`src/hw/agu_defines.svh`:
```
`ifndef AGU_DEFINES_SVH
`define AGU_DEFINES_SVH
`define AGU_STACK_SEL 4'hf
`define AGU_LSB_CLEAR 16'hfffe
`define AGU_OUT_RESET 16'h0000
`endif

```
`src/hw/agu_pkg.sv`:
```
package agu_pkg;
    typedef enum logic [3:0] {
        MODE_PLAIN = 4'b0001,
        MODE_PRE_INC = 4'b0010,
        MODE_POST_INC = 4'b0100,
        MODE_OFFSET = 4'b1000
    } addr_mode_t;
endpackage

```
`src/hw/bit_reversed_modulo_agu.sv`:
```
`timescale 1ns/1ps
`include "agu_defines.svh"
module bit_reversed_modulo_agu
    import agu_pkg::*;
#(
    parameter int AW = 16
)
(
    input wire logic clk_in,
    input wire logic reset_n_in,
    input wire logic req_valid_in,
    input wire logic x_agu_in,
    input wire logic write_in,
    input wire logic byte_in,
    input wire addr_mode_t mode_in,
    input wire logic [3:0] ptr_index_in,
    input wire logic [AW-1:0] ptr_value_in,
    input wire logic [AW-1:0] offset_in,
    input wire logic decrement_in,
    input wire logic mod_enable_in,
    input wire logic [3:0] mod_pointer_select_in,
    input wire logic [AW-1:0] mod_start_in,
    input wire logic [AW-1:0] mod_end_in,
    input wire logic bitrev_enable_in,
    input wire logic [3:0] bitrev_pointer_select_in,
    input wire logic [14:0] bitrev_pivot_in,
    output logic [AW-1:0] ea_out,
    output logic [AW-1:0] ptr_next_out,
    output logic ptr_we_out,
    output logic bitrev_used_out,
    output logic valid_out
);
    wire logic is_inc;
    wire logic bitrev_act;
    wire logic mod_act;
    wire logic [AW-1:0] pivot;
    wire logic [AW-1:0] rev_sum;
    wire logic [AW-1:0] lin_sum;
    wire logic [AW-1:0] mod_sum;
    wire logic [AW-1:0] pre_ea;
    wire logic [AW-1:0] upd;
    wire logic [AW-1:0] ea_c;
    wire logic we_c;

    function automatic logic [AW-1:0] rev(input logic [AW-1:0] v);
        logic [AW-1:0] r;
        r = '0;
        for (int i = 0; i < AW; i++)
        begin
            r[i] = v[AW-1-i];
        end
        return r;
    endfunction

    assign is_inc = (mode_in == MODE_PRE_INC) || (mode_in == MODE_POST_INC);
    // Stack pointer excluded from reversal
    assign bitrev_act = bitrev_enable_in && x_agu_in && write_in && !byte_in
        && is_inc && (bitrev_pointer_select_in != `AGU_STACK_SEL)
        && (ptr_index_in == bitrev_pointer_select_in);
    assign mod_act = mod_enable_in && (ptr_index_in == mod_pointer_select_in)
        && (mode_in != MODE_PLAIN);
    // Pivot is a word count, shift to bytes
    // Sized cast instead of a zero-width replication when AW is 16
    assign pivot = AW'({bitrev_pivot_in, 1'b0});
    // Reversed-carry add: reverse, add, reverse back
    assign rev_sum = rev(rev(ptr_value_in) + rev(pivot)) & `AGU_LSB_CLEAR;
    assign lin_sum = decrement_in ? ptr_value_in - offset_in
                                  : ptr_value_in + offset_in;
    // Past-boundary detection, not just equality
    assign mod_sum = (!decrement_in && lin_sum > mod_end_in) ?
            lin_sum - mod_end_in - 16'h0001 + mod_start_in :
        (decrement_in && lin_sum < mod_start_in) ?
            mod_end_in + 16'h0001 - (mod_start_in - lin_sum) :
        lin_sum;
    assign upd = bitrev_act ? rev_sum : (mod_act ? mod_sum : lin_sum);
    assign pre_ea = (mode_in == MODE_POST_INC || mode_in == MODE_PLAIN) ?
        ptr_value_in : upd;
    assign ea_c = (mode_in == MODE_OFFSET) ? upd : pre_ea;
    assign we_c = (mode_in == MODE_PRE_INC) || (mode_in == MODE_POST_INC);

    always_ff @(posedge clk_in or negedge reset_n_in)
    begin
        if (!reset_n_in)
        begin
            ea_out <= `AGU_OUT_RESET;
            ptr_next_out <= `AGU_OUT_RESET;
            ptr_we_out <= 1'b0;
            bitrev_used_out <= 1'b0;
            valid_out <= 1'b0;
        end
        else
        begin
            ea_out <= ea_c;
            ptr_next_out <= upd;
            ptr_we_out <= req_valid_in && we_c;
            bitrev_used_out <= req_valid_in && bitrev_act;
            valid_out <= req_valid_in;
        end
    end
endmodule

```
`config.mk`:
```
export PLATFORM = sky130hd
export DESIGN_NAME = bit_reversed_modulo_agu
export DESIGN_NICKNAME = d
export VERILOG_FILES = /design/src/hw/agu_pkg.sv /design/src/hw/bit_reversed_modulo_agu.sv
export VERILOG_INCLUDE_DIRS = /design/src /design/src/hw
export SDC_FILE = /design/constraint.sdc
export NUM_CORES = 1
export LEC_CHECK = 0
export BUFFER_PORTS_ARGS = -buffer_cell sky130_fd_sc_hd__buf_2
export CORE_ASPECT_RATIO = 2
export CORE_UTILIZATION = 45
export CTS_BUF_LIST = sky130_fd_sc_hd__clkbuf_8
export DETAILED_ROUTE_END_ITERATION = 10
export GPL_TIMING_DRIVEN = 0
export PLACE_DENSITY = 0.8
export SETUP_SLACK_MARGIN = 0.3
export SYNTH_ARGS = -nofsm -noshare
export SYNTH_HDL_FRONTEND = slang
export SYNTH_SLANG_ARGS = --single-unit
```
`constraint.sdc`:
```
create_clock -name clk_in -period 0.8 [get_ports clk_in]
set_input_delay 0.24 -clock clk_in [delete_from_list [all_inputs] [get_ports clk_in]]
set_output_delay 0.24 -clock clk_in [all_outputs]
set_load 0.05 [all_outputs]
```
==> results_dict.tcl, run 1 <==
set metrics [dict create \
    power.leakage_nw 4.31 \
    worstPathArrival_ns 5.68 \
    status "finished with violations" \
    stdcell_area_sq_mm 0.00959 \
    grt_overflow 0 \
    gp_congestion 0.899 \
    clock-sinks 35 \
    postSynthAreaPerCell_sq_um 8.40 \
    io_pins 139 \
    start_util_pct 45.9 \
    grt_use_total_pct 30.3 \
    worst_slew_pin_slew_ns 0.989 \
    antenna_found_initial 1 \
    synth_top_area_share_pct 17.8 \
    synth_area_leaders "ha_1, dfrtp_1, fa_1" \
    slowest_stage "a2111oi_4" \
    cp_max_fo 7 \
    rsz0062_at_grt "yes" \
    grt_max_degree 36 \
    p_per_area_mw_per_mm2 2590 \
    syn_to_final_growth_pct 46.3 \
    route.vias.total 7526 \
    cp_common_cell "buf_6" \
    yosys_warnings 0 \
    wl_um 26600 \
    synth_edf_count 0 \
    vias_per_cell 6.32 \
    drc 0 \
    die_area_sq_mm 0.0151 \
    crit_path_end_kind "flip-flop" \
    setup_ws_ns -4.70 \
    finalSetupTns_ns -155.20 \
    die_w_um 87.3 \
    synth_area_leader_cell "ha_1" \
    synth.distinct_cells 84 \
    dominantRegCellSynth "dfrtp_1" \
    clk_path_buf_depth 2 \
    detail-route-antenna-nets 0 \
    min_path_type "in -> async" \
    cts.clk_slew.worst_paths_ns 0.07 \
    io_buffer_count 137 \
    startpoint_type "input port" \
    synth_nets 1004 \
    max_stage_delay_ns 0.51 \
    cts_tree "yes" \
    dp_hpwl_um 17000 \
    fin_crit_ns 5.50 \
    finalHoldViolCount 35 \
    synth_seq_area_share_pct 13.4 \
    peakVddDrop_uv 953 \
    wire_per_inst_um 22.4 \
    grt_pass1_vias 7482 \
    relSlewSlack_pct 34.1 \
    fin_crit_sh_pct 687 \
    core_sq_mm 0.0143 \
    final_common_cell "buf_2" \
    grt_pass1_wl_um 35300 \
    fmax_mhz 182 \
    finalSetupViolCount 68 \
    drt_iter0_markers 652 \
    drive_gt1_share_pct 44.2 \
    firstDrtPassIters 6 \
    num_rows 62 \
    root_buffer "clkbuf_8" \
    async_flop_share_pct 100 \
    die_y_um 173 \
    drv_slew 0 \
    syn-cell-area_sq_mm 0.00655 \
    mostFrequentLayoutCells "buf_2, ha_1, inv_1" \
    critPathKind "in -> reg" \
    timing.hold.ws_ns -0.140 \
    place_area_sq_mm 0.00785 \
    yosys_register_bits 35 \
    drv_cap 0 \
    h-tree-depth 2 \
    cts_buffers 5 \
    nets 1220 \
    synthCells 780 \
    cp.required_ns 0.99 \
    violations "negative hold slack, negative setup slack" \
]
[per-stage QoR]
| stage | setup WS (ns) | utilization (%) | total power, mW | instances | hold slack, ns |
|---|---|---|---|---|---|
| after floorplan | -3.81 | - | 14.3 | 780 | -0.0556 |
| after global placement | -4.72 | 55.0 | 17.5 | 1109 | 0.337 |
| after detailed placement | -4.82 | 55.0 | 17.7 | 1109 | 0.338 |
| after CTS | -3.93 | 63.5 | 22.0 | 1169 | -0.121 |
| after global routing | -4.83 | 67.2 | 26.0 | 1190 | -0.103 |
| final | -4.70 | 67.2 | 24.8 | 1190 | -0.140 |
[worst max path at each step]
stage	startpoint	end	slack, ns	depth (start not counted)
final	offset_in[0]	ea_out[10]	-4.70	26
after CTS	offset_in[1]	ea_out[2]	-3.93	26
after global routing	offset_in[0]	ea_out[3]	-4.83	26
after global placement	offset_in[0]	ea_out[14]	-4.72	22
after detailed placement	offset_in[0]	ea_out[13]	-4.82	25
after floorplan	offset_in[3]	ea_out[3]	-3.81	25
[final cells by class]
cell class / instances / area (sq um)
buffer: 16 / 123
tap: 192 / 240
inverter: 81 / 324
multi-input combinational: 648 / 6320
timing repair buffer: 209 / 1570
sequential: 35 / 918
fill: 1028 / 4690
antenna: 1 / 2.50
clock buffer: 6 / 82.6
clock inverter: 2 / 8.76
[flip-flops by register name, indices dropped and copies added, names as in the netlist]
name,count
ptr_next_out,16
ptr_we_out,1
bitrev_used_out,1
ea_out,16
valid_out,1
[per-layer routing]
| metal | track usage (%) | routed length (um) | part of all wire (%) |
|---|---|---|---|
| met3 | 5.82 | 2380 | 9.0 |
| met5 | 0 | 0 | 0 |
| met2 | 54.4 | 13500 | 51 |
| met1 | 27.0 | 8080 | 30 |
| met4 | 28.3 | 2630 | 9.9 |
[worst max-delay path, delay by kind of cell]
kind	cells	cell delay (ns)
compound gates	10	2.42
xor+xnor	2	0.37
simple gates	5	0.88
fa+ha+maj	2	0.65
buf+inv	6	0.79
mux	1	0.32
[power breakdown]
group	switching, mW	internal (mW)
sequential	0.242	2.35
clock	0.666	0.681
combinational	12.0	8.90
[timing repair]
item | 4_1_cts | 5_1_grt
pin swaps | 55 | 46
endpoints found under the hold margin | 35 | 35
buffers inserted | 51 | 20
gates cloned | 1 | 0
setup endpoints to repair | 104 | 69
gates resized for setup | 185 | 77
[synthesized netlist by cell type, types with 3 or more instances]
cell,count
o21ai_2,3
o2111ai_1,4
a31o_2,4
dfrtp_1,35
mux2_2,14
a21oi_1,48
o211ai_1,4
a21oi_4,3
a211oi_1,7
o21ai_0,35
ha_1,93
nand2_1,47
nand3_1,24
nor4_1,5
o21a_1,11
or2_2,3
o31a_1,3
or3_1,9
xnor2_1,49
nand4_1,3
xor2_1,33
nor2_1,43
nor3_1,20
nand3b_1,3
inv_1,81
buf_2,3
a311oi_1,4
a31oi_1,14
and3_1,10
o22ai_1,7
a21boi_0,4
a21o_1,7
o31ai_1,9
fa_1,27
a32oi_1,3
nand2b_1,21
and2_1,5
nor2b_1,7
nor3b_1,3
clkbuf_1,11
o21bai_1,3
[cells by family after synthesis]
group | share of synthesized area (%)
compound gates | 22.9
mux | 2.71
xor+xnor | 11.6
flops | 13.4
simple gates | 17.6
buf+inv | 5.73
fa+ha+maj | 26.0
Power figures use the tool's default switching activity.
==> run 2: changes to the inputs <==
--- a/config.mk
+++ b/config.mk
@@ -6,13 +6,14 @@
 export SDC_FILE = /design/constraint.sdc
 export NUM_CORES = 1
 export LEC_CHECK = 0
+export ABC_AREA = 1
 export BUFFER_PORTS_ARGS = -buffer_cell sky130_fd_sc_hd__buf_2
 export CORE_ASPECT_RATIO = 2
 export CORE_UTILIZATION = 45
 export CTS_BUF_LIST = sky130_fd_sc_hd__clkbuf_8
 export DETAILED_ROUTE_END_ITERATION = 10
 export GPL_TIMING_DRIVEN = 0
-export PLACE_DENSITY = 0.8
+export PLACE_DENSITY = 0.79
 export SETUP_SLACK_MARGIN = 0.3
 export SYNTH_ARGS = -nofsm -noshare
 export SYNTH_HDL_FRONTEND = slang
==> run 2 against run 1 <==
Net effect: the run ends with negative hold slack, max-capacitance violations, max-slew violations, negative setup slack left; global-route usage increased by 0.27 points; combinational power increased by 8%; non-clock buffer count decreased by 4; critical path type unchanged; cell count increased by 30%; highest routed layer unchanged; critical path depth increased by 9; worst setup slack improved by 1.1 ns; flip-flop and latch count unchanged; largest cell class unchanged.
==> results_dict.tcl, run 2 <==
set metrics [dict create \
    max_stage_delay_ns 0.39 \
    die_w_um 91.5 \
    async_flop_share_pct 100 \
    drive_gt1_share_pct 38.0 \
    dominantRegCellSynth "dfrtp_1" \
    detail-route-antenna-nets 0 \
    syn_to_final_growth_pct 46.9 \
    stdcell_area_sq_mm 0.0106 \
    vias_per_cell 5.68 \
    synth.distinct_cells 46 \
    cts_buffers 5 \
    clock-sinks 35 \
    comb_power_share_pct 85.5 \
    clk_path_buf_depth 2 \
    cts_tree "yes" \
    worst_slew_pin_slew_ns 1.58 \
    netlist_top_cells_count "nand2_1, inv_1, nand3_1, ha_1, a21oi_1" \
    p_per_area_mw_per_mm2 2500 \
    crit_path_end_kind "flip-flop" \
    drt_iter0_markers 496 \
    slowest_stage "ha_2" \
    route.vias.total 8777 \
    gp_congestion 0.959 \
    postSynthAreaPerCell_sq_um 6.42 \
    io_pins 139 \
    firstDrtPassIters 5 \
    status "finished with violations" \
    cp_common_cell "nand2_1" \
    min_path_type "in -> async" \
    synth_top_area_share_pct 16.5 \
    drv_slew 10 \
    dp_hpwl_um 19100 \
    start_util_pct 45.9 \
    relSlewSlack_pct -5.95 \
    yosys_register_bits 35 \
    power.internal_mw 12.1 \
    dp_cells 1462 \
    top_regs "ea_out (16), ptr_next_out (16)" \
    startpoint_type "input port" \
    power_frac_seq_pct 9.7 \
    finalSetupViolCount 69 \
    core_sq_mm 0.0157 \
    setup_ws_ns -3.58 \
    final-seq-area_sq_um 918 \
    h-tree-depth 2 \
    die_y_um 181 \
    die_area_sq_mm 0.0166 \
    grt_pass1_vias 8691 \
    peakVddDrop_uv 1610 \
    clock_power_share_pct 4.8 \
    timing.hold.ws_ns -0.132 \
    violations "negative hold slack, max-capacitance violations, max-slew violations, negative setup slack" \
    nFillCells 1166 \
    final_common_cell "nand2_1" \
    cp.required_ns 0.98 \
    syn-cell-area_sq_mm 0.00721 \
    root_buffer "clkbuf_8" \
    fin_crit_ns 4.38 \
    synthCells 1123 \
    worstPathArrival_ns 4.57 \
    grt_overflow 0 \
    wire_per_inst_um 18.2 \
    nets 1565 \
    drv_cap 1 \
    multi_input_area_sq_mm 0.00669 \
    synth_area_leader_cell "nand2_1" \
    power.leakage_nw 5.53 \
    synth_area_leaders "nand2_1, ha_1, dfrtp_1" \
    wl_um 28200 \
    grt_use_total_pct 30.6 \
    p_total_mw 26.5 \
    fmax_mhz 228 \
    synth_seq_area_share_pct 12.2 \
    num_rows 65 \
    grt_pass1_wl_um 39700 \
    critPathKind "in -> reg" \
    p_sw_mw 14.4 \
    layoutNonFillerInstCount 1546 \
    drc 0 \
    yosys.cell_count.top_type "nand2_1" \
    place_area_sq_mm 0.00854 \
    cp_max_fo 5 \
    swShare_pct 54.4 \
    synth_edf_count 0 \
    synth_nets 1347 \
    grt_max_degree 36 \
    finalHoldViolCount 35 \
    io_buffer_count 138 \
    fin_crit_sh_pct 548 \
    cts.clk_slew.worst_paths_ns 0.08 \
    rsz0062_at_grt "yes" \
    mostFrequentLayoutCells "nand2_1, inv_1, buf_2" \
    yosys_warnings 0 \
    antenna_found_initial 3 \
]
-- run 2: cell types whose count changed after synthesis, sizes merged, moves of 11 or more --
cell / change
a21oi: +13
a31oi: -12
and3: -12
inv: +137
mux2: -14
nand2: +291
nand2b: -21
nand3: +80
nor2: +11
nor3: -12
xnor2: -32
-- run 2: area by class of cell --
type	instances	share of cell area [%]
clock buffers	5	0.650
plain buffers	10	1.22
diodes	3	0.0709
well taps	201	2.38
multi-input cells	858	63.2
clock inverters	3	0.189
inverters	220	8.07
flip-flops and latches	35	8.67
repair buffers	211	15.6
-- run 2: kinds of logic (layout without fill, tap and decap cells) --
logic type	after synthesis	in the layout	synth area share [%]
AOI/OAI and AO/OA	140	140	11.1
DFF	35	35	12.2
and+or+nand+nor	541	541	33.8
xor gates and xnor gates	57	57	6.93
other	0	3	0
buffers and inverters	230	449	12.4
adders and majority gates	120	120	23.6
-- run 2: per-stage QoR --
step                TNS [ns]  setup slack (ns)  util (%)
floorplan             -93.30             -3.35         -
global placement     -129.95             -4.31      54.4
detailed placement   -132.22             -4.33      54.4
CTS                  -112.54             -3.37      64.2
global route         -126.39             -3.75      67.5
finish               -121.74             -3.58      67.5
-- run 2: repair_timing --
| item | 4_1_cts | 5_1_grt |
|---|---|---|
| resized for setup | 227 | 85 |
| setup buffers | 53 | 16 |
| hold endpoints to repair | 35 | 35 |
| setup endpoints to repair | 104 | 69 |
| pin swaps | 83 | 47 |
| cloned | 4 | 0 |
-- run 2: worst max-delay path: cells and delay by family --
family	cells	cell delay [ns]
and+or+nand+nor	22	2.27
buffers and inverters	8	0.79
adders and majority gates	2	0.67
AOI/OAI and AO/OA	2	0.41
xor gates and xnor gates	1	0.17
-- run 2: worst max path at each step --
stage,start,endpoint,slack [ns],cells after the start
6_report,offset_in[4],ea_out[13],-3.58,35
5_1_grt,offset_in[0],ea_out[14],-3.75,33
4_1_cts,offset_in[0],ea_out[15],-3.37,34
3_5_place_dp,offset_in[4],ea_out[15],-4.33,34
3_3_place_gp,offset_in[4],ea_out[15],-4.31,34
2_1_floorplan,offset_in[1],ea_out[15],-3.35,33
-- run 2: power by group through the flow --
stage	Sequential, mW	Clock (mW)	Combinational (mW)
global route	2.60	1.35	24.2
CTS	2.57	1.27	20.1
global placement	2.47	0	16.0
finish	2.57	1.26	22.6
floorplan	4.32	0	10.7
detailed placement	2.48	0	16.3
-- run 2: per-layer routing --
metal / vias up / part of all wire [%] / GRT usage, %
met1: 4054 / 31 / 27.1
li1: 3993 / - / -
met2: 513 / 52 / 58.2
met3: 217 / 6.2 / 3.24
met4: 0 / 11 / 28.3
met5: - / 0 / 0
==> run 3: changes to the inputs <==
--- a/config.mk
+++ b/config.mk
@@ -14,6 +14,7 @@
 export DETAILED_ROUTE_END_ITERATION = 10
 export GPL_TIMING_DRIVEN = 0
 export PLACE_DENSITY = 0.79
+export RECOVER_POWER = 100
 export SETUP_SLACK_MARGIN = 0.3
 export SYNTH_ARGS = -nofsm -noshare
 export SYNTH_HDL_FRONTEND = slang
==> constraint.sdc (replaced) <==
create_clock -name clk_in -period 0.8 [get_ports clk_in]
set_input_delay 0.08 -clock clk_in [delete_from_list [all_inputs] [get_ports clk_in]]
set_output_delay 0.08 -clock clk_in [all_outputs]
set_load 0.05 [all_outputs]
==> run 3 against run 2 <==
Net effect: critical endpoint is now ea_out[14]; the run still ends with negative hold slack, max-capacitance violations, max-slew violations, negative setup slack left; die area unchanged; power about the same; via count about the same; non-clock buffer count unchanged; first-iteration DRC count unchanged.
==> results_dict.tcl, run 3 (synthesis results as in run 2) <==
set metrics [dict create \
    drt_iter0_markers 496 \
    h-tree-depth 2 \
    wire_per_inst_um 18.2 \
    startpoint_type "input port" \
    start_util_pct 45.9 \
    p_per_area_mw_per_mm2 2500 \
    critical_path.top_delay_family "simple AND/OR/NAND/NOR gates" \
    grt_pass1_vias 8691 \
    power.leakage_nw 5.53 \
    grt_overflow 0 \
    wl_um 28200 \
    nFillCells 1167 \
    fmax_mhz 237 \
    dp_hpwl_um 19100 \
    detail-route-antenna-nets 0 \
    firstDrtPassIters 5 \
    clk_path_buf_depth 2 \
    timing.hold.ws_ns -0.140 \
    cts.clk_slew.worst_paths_ns 0.08 \
    rsz0062_at_grt "yes" \
    slowest_stage "fa_2" \
    nets 1565 \
    status "finished with violations" \
    grt_use_total_pct 30.6 \
    peakVddDrop_uv 1610 \
    finalHoldViolCount 36 \
    gp_congestion 0.959 \
    mostFrequentLayoutCells "nand2_1, inv_1, buf_2" \
    cp_common_cell "nand2_1" \
    root_buffer "clkbuf_8" \
    drc 0 \
    num_rows 65 \
    cts_tree "yes" \
    top_regs "ea_out (16), ptr_next_out (16)" \
    p_total_mw 26.5 \
    stdcell_area_sq_mm 0.0106 \
    drv_cap 1 \
    min_path_type "in -> async" \
    core_sq_mm 0.0157 \
    cp_max_fo 5 \
    drive_gt1_share_pct 38.0 \
    cts_buffers 5 \
    grt_max_degree 36 \
    final_common_cell "nand2_1" \
    dp_cells 1462 \
    finalSetupViolCount 68 \
    max_stage_delay_ns 0.52 \
    clock-sinks 35 \
    setup_ws_ns -3.42 \
    layoutNonFillerInstCount 1546 \
    violations "negative hold slack, max-capacitance violations, max-slew violations, negative setup slack" \
    route.vias.total 8781 \
    grt_pass1_wl_um 39700 \
    drv_slew 10 \
    crit_buf_inv 5 \
    critPathKind "in -> reg" \
    die_w_um 91.5 \
    worstPathArrival_ns 4.41 \
    die_area_sq_mm 0.0166 \
    worst_slew_pin_slew_ns 1.58 \
    relSlewSlack_pct -5.95 \
    io_pins 139 \
    crit_path_end_kind "flip-flop" \
    io_buffer_count 138 \
    fin_crit_ns 4.22 \
    place_area_sq_mm 0.00854 \
    cp.required_ns 0.99 \
    die_y_um 181 \
    syn_to_final_growth_pct 46.9 \
    fin_crit_sh_pct 527 \
    vias_per_cell 5.68 \
    antenna_found_initial 3 \
    dp_slack_ns -4.17 \
]
==> run 3: cell count changes in the layout (fill, tap and decap cells not counted) <==
cell and delta:
buf_4 -1, clkbuf_2 +1
==> run 3: what timing repair did <==
action                                  4_1_cts  5_1_grt
cloned                                        4        0
pin swaps                                    83       47
gates resized for setup                     226       86
hold endpoints to repair                     36       36
setup buffers                                53       16
endpoints found under the setup margin       69       92
==> run 3: stage by stage <==
stage	utilization, %	TNS, ns
2_1_floorplan	-	-87.99
3_3_place_gp	54.4	-122.59
3_5_place_dp	54.4	-123.52
4_1_cts	64.1	-101.66
5_1_grt	67.4	-115.46
6_report	67.4	-110.65
==> run 3: power breakdown <==
group,leakage (nW),switching (mW),internal (mW)
sequential,0.377,0.225,2.34
clock,0.0402,0.658,0.605
combinational,5.11,13.5,9.12
total,5.53,14.4,12.1
==> run 3: per-layer routing <==
layer	vias to the layer above	GRT usage (%)	share of wire, %
li1	3992	-	-
met1	4053	27.1	31
met2	517	58.2	52
met3	219	3.24	6.3
met4	0	28.3	11
met5	-	0	0
==> run 3: cell type report <==
type | instances | area (sq um) | area share [%]
clock buffers | 5 | 68.8 | 0.650
multi-input cells | 858 | 6690 | 63.2
well taps | 201 | 251 | 2.38
plain buffers | 10 | 129 | 1.22
diodes | 3 | 7.51 | 0.0709
flip-flops and latches | 35 | 918 | 8.68
clock inverters | 3 | 20.0 | 0.189
inverters | 220 | 855 | 8.07
repair buffers | 211 | 1650 | 15.6
==> run 3: worst paths after layout <==
kind                              start         endpoint  cells past startpoint
worst max-delay path       offset_in[0]       ea_out[14]                     33
worst min-delay path         reset_n_in       ea_out[15]                      1
max in group asynchronous    reset_n_in  ptr_next_out[4]                      1
min in group clk_in        req_valid_in        valid_out                      1
